==> src/core/ppi_pkg.sv <==
// Shared constants for the priority partitioning identification bank
package ppi_pkg;

  // Bus geometry and table sizes
  localparam int ADDR_W = 12;
  localparam int DATA_W = 32;
  localparam int NUM_SPACE = 4;
  localparam int NUM_RI = 4;
  localparam int RIS_W = 2;
  localparam int WD_W = 6;

  // Register offsets inside each feature page
  localparam logic [ADDR_W-1:0] OFF_SECURE_LIMITS = 12'h008;
  localparam logic [ADDR_W-1:0] OFF_PRIORITY_FEATURE = 12'h048;

  // Field layout of the priority feature word
  localparam int DS_WD_LSB = 20;
  localparam int DS_WD_MSB = 25;
  localparam int DS_ZERO_LOW_BIT = 17;
  localparam int DS_PRESENT_BIT = 16;
  localparam int INT_WD_LSB = 4;
  localparam int INT_WD_MSB = 9;
  localparam int INT_ZERO_LOW_BIT = 1;
  localparam int INT_PRESENT_BIT = 0;

  // Field layout of the secure limits word
  localparam int SMG_LSB = 16;
  localparam int SMG_MSB = 23;
  localparam int SPL_LSB = 0;
  localparam int SPL_MSB = 15;

  // Legal range of an implemented priority width
  localparam logic [WD_W-1:0] PRI_WD_MIN = 6'h01;
  localparam logic [WD_W-1:0] PRI_WD_MAX = 6'h10;

  // Reset values of the answer path
  localparam logic [DATA_W-1:0] RDATA_RST = 32'h00000000;
  localparam logic ACK_RST = 1'b0;
  localparam logic ERR_RST = 1'b0;

  // Security space carried with every access
  typedef enum logic [1:0] {
    SPACE_SECURE,
    SPACE_NONSECURE,
    SPACE_ROOT,
    SPACE_REALM
  } ppi_space_t;

  // Capability tables, indexed by space then resource instance
  typedef logic [NUM_SPACE-1:0][NUM_RI-1:0][WD_W-1:0] ppi_wd_tab_t;
  typedef logic [NUM_SPACE-1:0][NUM_RI-1:0] ppi_bit_tab_t;

  // Default implemented capabilities
  localparam ppi_wd_tab_t DEF_DS_WD = {16{6'h08}};
  localparam ppi_wd_tab_t DEF_INT_WD = {16{6'h04}};
  localparam ppi_bit_tab_t DEF_DS_PRESENT = 16'hffff;
  localparam ppi_bit_tab_t DEF_INT_PRESENT = 16'hffff;
  localparam ppi_bit_tab_t DEF_DS_ZERO_LOW = 16'h0000;
  localparam ppi_bit_tab_t DEF_INT_ZERO_LOW = 16'hffff;
  localparam logic DEF_INSTANCE_SELECT = 1'b1;
  localparam logic [15:0] DEF_SECURE_PARTITION_LIMIT = 16'h00ff;
  localparam logic [7:0] DEF_SECURE_MONITOR_GROUP_LIMIT = 8'h01;

endpackage

==> src/core/ppi_pri_word.sv <==
`timescale 1ns/10ps
// Packs one resource instance's priority capabilities into the feature word
module ppi_pri_word
  import ppi_pkg::*;
(
  input wire logic [WD_W-1:0] ds_width, // Downstream priority bits implemented
  input wire logic ds_present, // Downstream priority field exists
  input wire logic ds_zero_low, // Downstream zero is lowest
  input wire logic [WD_W-1:0] int_width, // Internal priority bits implemented
  input wire logic int_present, // Internal priority field exists
  input wire logic int_zero_low, // Internal zero is lowest
  output logic [DATA_W-1:0] word // Packed feature word
);

  // Keeps a width legal even if a table entry is mistyped
  function automatic logic [WD_W-1:0] legal_width(input logic [WD_W-1:0] w,
                                                  input logic present);
    logic [WD_W-1:0] r;
    r = '0;
    if (present) begin
      if (w < PRI_WD_MIN) r = PRI_WD_MIN;
      else if (w > PRI_WD_MAX) r = PRI_WD_MAX;
      else r = w;
    end
    return r;
  endfunction

  // Reserved bits stay zero because the word starts cleared
  always_comb begin
    word = '0;
    word[DS_WD_MSB:DS_WD_LSB] = legal_width(ds_width, ds_present);
    word[DS_ZERO_LOW_BIT] = ds_zero_low;
    word[DS_PRESENT_BIT] = ds_present;
    word[INT_WD_MSB:INT_WD_LSB] = legal_width(int_width, int_present);
    word[INT_ZERO_LOW_BIT] = int_zero_low;
    word[INT_PRESENT_BIT] = int_present;
  end

endmodule

==> src/core/ppi_regs.sv <==
`timescale 1ns/10ps
module ppi_regs
  import ppi_pkg::*;
#(
  parameter ppi_wd_tab_t DS_WD = DEF_DS_WD,
  parameter ppi_wd_tab_t INT_WD = DEF_INT_WD,
  parameter ppi_bit_tab_t DS_PRESENT = DEF_DS_PRESENT,
  parameter ppi_bit_tab_t INT_PRESENT = DEF_INT_PRESENT,
  parameter ppi_bit_tab_t DS_ZERO_LOW = DEF_DS_ZERO_LOW,
  parameter ppi_bit_tab_t INT_ZERO_LOW = DEF_INT_ZERO_LOW,
  parameter logic INSTANCE_SELECT = DEF_INSTANCE_SELECT,
  parameter logic [15:0] SECURE_PARTITION_LIMIT = DEF_SECURE_PARTITION_LIMIT,
  parameter logic [7:0] SECURE_MONITOR_GROUP_LIMIT = DEF_SECURE_MONITOR_GROUP_LIMIT
)(
  input wire logic clk, // System clock, 50 MHz
  input wire logic rst, // Asynchronous reset, active high
  input wire logic req, // Access request, one cycle
  input wire logic wr, // Access is a write
  input wire logic [1:0] space, // Security space of the access
  input wire logic [ADDR_W-1:0] addr, // Byte offset inside the feature page
  input wire logic [NUM_SPACE-1:0][RIS_W-1:0] ris_sel, // Selected instance per page
  input wire logic secure_map_present, // Secure address map exists
  input wire logic rr_pages_present, // Root and realm pages exist
  output logic ack, // Answer strobe, one cycle
  output logic err, // Access refused, with ack
  output logic [DATA_W-1:0] rdata // Read data, held until next read
);

  // Whole state of the bank: the registered answer
  typedef struct packed {
    logic ack;
    logic err;
    logic [DATA_W-1:0] rdata;
  } ppi_state_t;

  ppi_state_t st_r;
  ppi_state_t st_nxt;

  // One packed feature word per page
  logic [NUM_SPACE-1:0][DATA_W-1:0] pri_word;
  logic [DATA_W-1:0] limits_word;
  ppi_space_t acc_space;

  assign acc_space = ppi_space_t'(space);

  // Each page looks up its own selected instance, so pages never share a copy
  generate
    for (genvar s = 0; s < NUM_SPACE; s++) begin : g_page
      logic [RIS_W-1:0] inst;
      // Without instance selection every page reports instance zero
      assign inst = INSTANCE_SELECT ? ris_sel[s] : '0;
      ppi_pri_word u_word (
        .ds_width(DS_WD[s][inst]),
        .ds_present(DS_PRESENT[s][inst]),
        .ds_zero_low(DS_ZERO_LOW[s][inst]),
        .int_width(INT_WD[s][inst]),
        .int_present(INT_PRESENT[s][inst]),
        .int_zero_low(INT_ZERO_LOW[s][inst]),
        .word(pri_word[s])
      );
    end
  endgenerate

  // Secure limits word; the upper byte is reserved
  always_comb begin
    limits_word = '0;
    limits_word[SMG_MSB:SMG_LSB] = SECURE_MONITOR_GROUP_LIMIT;
    limits_word[SPL_MSB:SPL_LSB] = SECURE_PARTITION_LIMIT;
  end

  // Decode: every request is answered on the next edge, hit or miss
  always_comb begin
    st_nxt = st_r;
    st_nxt.ack = 1'b0;
    st_nxt.err = 1'b0;
    if (req) begin
      st_nxt.ack = 1'b1;
      unique case (addr)
        OFF_PRIORITY_FEATURE: begin
          // Root and realm pages only exist when the system provides them
          if (acc_space == SPACE_ROOT || acc_space == SPACE_REALM) begin
            st_nxt.err = !rr_pages_present;
          end
          if (!st_nxt.err && !wr) begin
            st_nxt.rdata = pri_word[acc_space];
          end
        end
        OFF_SECURE_LIMITS: begin
          // Other pages must not see the secure limits at all
          if (acc_space != SPACE_SECURE || !secure_map_present) begin
            st_nxt.err = 1'b1;
          end else if (!wr) begin
            st_nxt.rdata = limits_word;
          end
        end
        default: begin
          // Unmapped or unaligned offsets are refused and read zero
          st_nxt.err = 1'b1;
          if (!wr) begin
            st_nxt.rdata = '0;
          end
        end
      endcase
      // A write changes nothing and errs only where a read would; read data keeps its last value
      if (wr) begin
        st_nxt.rdata = st_r.rdata;
      end
    end
  end

  // Answer register; reset loads constants only
  always_ff @(posedge clk or posedge rst) begin
    if (rst) begin
      st_r.ack <= ACK_RST;
      st_r.err <= ERR_RST;
      st_r.rdata <= RDATA_RST;
    end else begin
      st_r <= st_nxt;
    end
  end

  // Outputs come straight from the state register
  assign ack = st_r.ack;
  assign err = st_r.err;
  assign rdata = st_r.rdata;

  // Helper: classify the request taken at the current edge
  logic rd_pri_ok;
  logic rd_lim_ok;
  assign rd_pri_ok = req && !wr && addr == OFF_PRIORITY_FEATURE &&
                     (acc_space == SPACE_SECURE || acc_space == SPACE_NONSECURE ||
                      rr_pages_present);
  assign rd_lim_ok = req && !wr && addr == OFF_SECURE_LIMITS &&
                     acc_space == SPACE_SECURE && secure_map_present;

  // Table entries for the page and instance of the current request, read straight
  // from the parameters so the checks do not lean on the packing path
  logic [RIS_W-1:0] chk_inst;
  logic [WD_W-1:0] chk_ds_wd;
  logic [WD_W-1:0] chk_int_wd;
  logic chk_ds_zl;
  logic chk_ds_pr;
  logic chk_int_zl;
  logic chk_int_pr;
  assign chk_inst = INSTANCE_SELECT ? ris_sel[space] : '0;
  assign chk_ds_wd = DS_WD[space][chk_inst];
  assign chk_int_wd = INT_WD[space][chk_inst];
  assign chk_ds_zl = DS_ZERO_LOW[space][chk_inst];
  assign chk_ds_pr = DS_PRESENT[space][chk_inst];
  assign chk_int_zl = INT_ZERO_LOW[space][chk_inst];
  assign chk_int_pr = INT_PRESENT[space][chk_inst];
endmodule

==> config.mk <==
export PLATFORM = sky130hd
export DESIGN_NAME = ppi_regs
export DESIGN_NICKNAME = d
export VERILOG_FILES = /design/src/core/ppi_pkg.sv /design/src/core/ppi_pri_word.sv /design/src/core/ppi_regs.sv
export SDC_FILE = /design/constraint.sdc
export NUM_CORES = 1
export LEC_CHECK = 0
export ABC_AREA = 1
export BUFFER_PORTS_ARGS = -buffer_cell sky130_fd_sc_hd__buf_4
export CAP_MARGIN = 20
export CORE_MARGIN = 5
export CORE_UTILIZATION = 35
export CTS_BUF_LIST = sky130_fd_sc_hd__clkbuf_4
export DETAILED_ROUTE_END_ITERATION = 8
export PLACE_DENSITY = 0.81
export SYNTH_ARGS = -nofsm -noshare
export SYNTH_HDL_FRONTEND = slang
export SYNTH_SLANG_ARGS = --single-unit
==> constraint.sdc <==
create_clock -name clk -period 0.8 [get_ports clk]
set_clock_uncertainty 0.05 [all_clocks]
set_input_delay 0.12 -clock clk [delete_from_list [all_inputs] [get_ports clk]]
set_output_delay 0.12 -clock clk [all_outputs]
set_load 0.005 [all_outputs]
# == Word level (Yosys, flattened, before mapping) ==
# Cells that the tools add are included.
# word_totals
latch_bits,0
ram_bits,0
elab_cells,111
memories,0
out_inout_bits,34
register_bits,34
in_bits,28
mem_bits_ro,0
# op_classes
eq_ne,8
n_lt_le_gt_ge,21
mux,69
bitwise,1
shift,0
n_reduce_logical,9
n_mul,0
addsub,0
div,0
# ops
op,count
$mux 32,6
$mux 6,32
$bmux 6 s2,8
$pmux 33 s2,1
$bmux 32 s2,1
$gt 6x5->1 const B,8
$lt 6x1->1 const B,8
$mux 34,1
$bmux 1 s2,8
$lt 2x3->1 const B,5
$eq 12x4->1 const B,1
$eq 12x7->1 const B,1
$mux 1,12
$ne 2x2->1 const B,3
$reduce_and 6->1,1
$eq 2x2->1 const B,2
$logic_not 1->1,4
$logic_or 1x1->1,2
$ne 2x1->1 const B,1
$reduce_bool 2->1,1
$logic_and 1x1->1,1
$not 1->1,1

# == Depth between registers and ports, before layout ==
# logic_depth
depth_word,12
ltp_mapped,8
mapped_depth_nobuf,8

# == Cells and area by module ==
# Synthesis repeated with hierarchy kept, for this count alone.
# unflattened
hier_cells,711
hier_area_um2,4265.3
# modules_own_cells
module,cells_per_inst,area_each_um2,seq_area_each_um2,n_inst
ppi_regs,451,2884.0,850.8,1
ppi_pri_word,65,345.3,0.0,4

# == Least setup slack after synthesis ==
# Ideal clock, no wire load.
# synth_timing
path_kind,input to register
from,input port addr[11]
to,register err (netlist name)
setup_slack_ns,-0.054
stages,8
n_path_buf,0
t_arrival_ns,0.692
path_cell_list,nor2_1 -> nand2_1 -> inv_1 -> nand2_1 -> nor2_1 -> nand3_1 -> nand2_1 -> inv_1
# synth_rtl
element,line,text
start: declaration,ppi_regs.sv:20,"input wire logic [ADDR_W-1:0] addr,"

==> metrics <==
global-route wire length before repair 1.97 mm; overall fraction of global-route tracks in use 0.0954; sequential share of power 0.323; vias post-DR 553; register bit total from synthesis 5; total die area 2590 um2; sinks on the clock net 5; number of optimization iterations in the first detailed-route pass 4; total number of nets in the final design 150; number of DRC violations after detailed routing 0; clock tree from TritonCTS yes; cell family with the largest share of critical-path delay flip-flops; count of distinct cell types in the synthesized netlist 13; minimum period implied by the final worst setup slack 0.985 ns; # rows 14; Synth Area per Inst 6.65 um2; ratio of cells with drive above 1 in the final layout 0.504; number of nets with antenna violations after routing 0; Non-Filler Instances 137; Hold Path Depth 2; switching power of the nets 214 uW; crit path max fanout 6; Maximum Capacitance Violations 0; fmax 1010 MHz; clock buffers created by TritonCTS 3; maximum buffer depth of the clock tree 2; mapped cell area 586 um2; final standard cell utilization of the core 0.589; cell at the slowest stage of the critical path sky130_fd_sc_hd__dfrtp_2; initial standard-cell utilization of the core 0.380; number of pins with negative max-slew slack in the final report 0; Cell Count Post-Placement 129; clock latency at the later pin of the worst-skew pair 0.24 ns; violated checks negative setup slack; Tcrit/Tclk final 1.23; worst ir drop on vdd 0.000348 V; port buffer count 31; Power Density 892 nW/um2; required time of the critical path 0.63 ns; top library cells by usage in the layout, fill and taps aside sky130_fd_sc_hd__buf_4, sky130_fd_sc_hd__conb_1, sky130_fd_sc_hd__inv_1, sky130_fd_sc_hd__nand2_1, sky130_fd_sc_hd__buf_6; met2 usage in global routing 0.205; Placeable Area 1540 um2; Critical Path Stages 1; Top Usage Layer GRT met2; Critical path origin rdata[7]; H-Tree Level Count 1; Arrival @ worst endpoint 0.82 ns; global routing usage on met3 0.0203; critical path buffer and inverter count 1; endpoints failing hold 0; chip height 50.9 um; ordered cell list for the critical path buf_4; leading cell type in the layout, fill and taps excluded sky130_fd_sc_hd__buf_4; WL/cell 10.4 um; Gate power share 0.281; Chip Width 50.9 um; Worst setup SP type register; internal cell power 597 uW; largest stage delay on the critical path 0.43 ns; top-level I/O count 62; number of global-route vias before repair 530; Worst R2R Start rdata[7]; maximum number of pins on one net before global-route repair 7; number of antenna diodes 0; initial antenna violation count 0; initial detailed-routing violation count 3; cell count of the worst reg-to-reg path 3; Clock Tree Root sky130_fd_sc_hd__clkbuf_4; reg2reg setup slack -0.03 ns; detailed placement HPWL 1.13 mm; static power due to leakage 0.000498 uW; final number of setup-violating endpoints 14; crit path setup slack, layout -0.185 ns; switching share of power 0.264; sum of routed wire length over all layers 1.43 mm; result of the run finished, violations left; Critical Path Sink Type output pin; sequential-to-total area share from yosys stat 0.214; Mapped Cells 88; clock share of power 0.396; M1 GR Usage 0.0794; vias per cell 4.04; Hold Startpoint req; count of warnings emitted by yosys 0; unrepaired setup endpoints after global routing true; remaining global-route overflow 0; growth of design area from synthesis to finish 55.1%; classification of the worst-slack hold path input pin to register; CP Class register to output pin; clock slew seen by the registers of the worst setup and hold paths 0.04 ns; final estimated routing congestion in global placement 0.748
-- per-stage QoR --
| step | power [uW] | hold slack, ns | TNS, ns | instance area (um2) | setup slack, ns |
|---|---|---|---|---|---|
| finish | 811 | 0.0433 | -1.95 | 908 | -0.185 |
| global route | 854 | 0.0452 | -2.38 | 908 | -0.211 |
| CTS | 780 | 0.0379 | -2.02 | 812 | -0.191 |
| detailed placement | 445 | -0.0139 | -0.922 | 734 | -0.242 |
| global placement | 442 | -0.0256 | -0.777 | 734 | -0.204 |
| floorplan | 417 | -0.151 | -0.101 | 684 | -0.0322 |
-- sequential cells by signal, summed over array words and instances, names as in the netlist --
| register | flops |
|---|---|
| ack | 1 |
| err | 1 |
| rdata | 3 |
-- what timing repair did --
item | CTS | global route
endpoints found under the hold margin | 5 | 0
hold buffers | 1 | 0
pin swaps | 0 | 11
buffers inserted | 3 | 0
resized for setup | 4 | 25
setup endpoints to repair | 12 | 16
-- kinds of logic after synthesis --
family        synth area share
buf+inv                  0.462
simple gates             0.318
other cells            0.00640
flops                    0.214
-- power groups by stage --
stage	sequential [uW]	clock (uW)	combinational (uW)
after CTS	261	330	189
after floorplan	265	0	152
after detailed placement	264	0	181
final	262	321	228
after global routing	262	340	253
after global placement	264	0	178
-- final timing paths --
kind | end
min in group asynchronous | err
max | rdata[5]
min reg2reg | rdata[23]
max in group asynchronous | rdata[7]
min | ack
max reg2reg | rdata[7]
-- cell type report --
cell class                 count  area, um2
sequential                     5        128
clock buffer                   4       30.0
tap                           16       20.0
inverter                      14       55.1
timing repair buffer          37        322
fill                         147        633
multi-input combinational     61        354
-- metal layers --
metal / part of all wire / wire, um
met3: 0.10 / 144
met1: 0.26 / 368
met2: 0.64 / 916
met4: 0 / 0
met5: 0 / 0
-- synthesized netlist by cell type --
cell                       n  area, um2
sky130_fd_sc_hd__nand3_2   3       30.0
sky130_fd_sc_hd__nor2_2    1       6.26
sky130_fd_sc_hd__nand2_1  16       60.1
sky130_fd_sc_hd__nor2_4    1       11.3
sky130_fd_sc_hd__inv_2     1       3.75
sky130_fd_sc_hd__nor3_1    1       5.00
sky130_fd_sc_hd__nand4_1   3       18.8
sky130_fd_sc_hd__dfrtp_1   5        125
sky130_fd_sc_hd__inv_1    13       48.8
sky130_fd_sc_hd__nand3_1   2       10.0
sky130_fd_sc_hd__nor2_1   12       45.0
sky130_fd_sc_hd__buf_4    29        218
sky130_fd_sc_hd__conb_1    1       3.75
-- worst reg2reg max path: stages (launching register included) --
cell and delay [ns]:
sky130_fd_sc_hd__dfrtp_2 0.43, sky130_fd_sc_hd__buf_4 0.14, sky130_fd_sc_hd__nand2_1 0.05, sky130_fd_sc_hd__nand2_1 0.04
No activity file was read; power rests on OpenSTA's default activity.
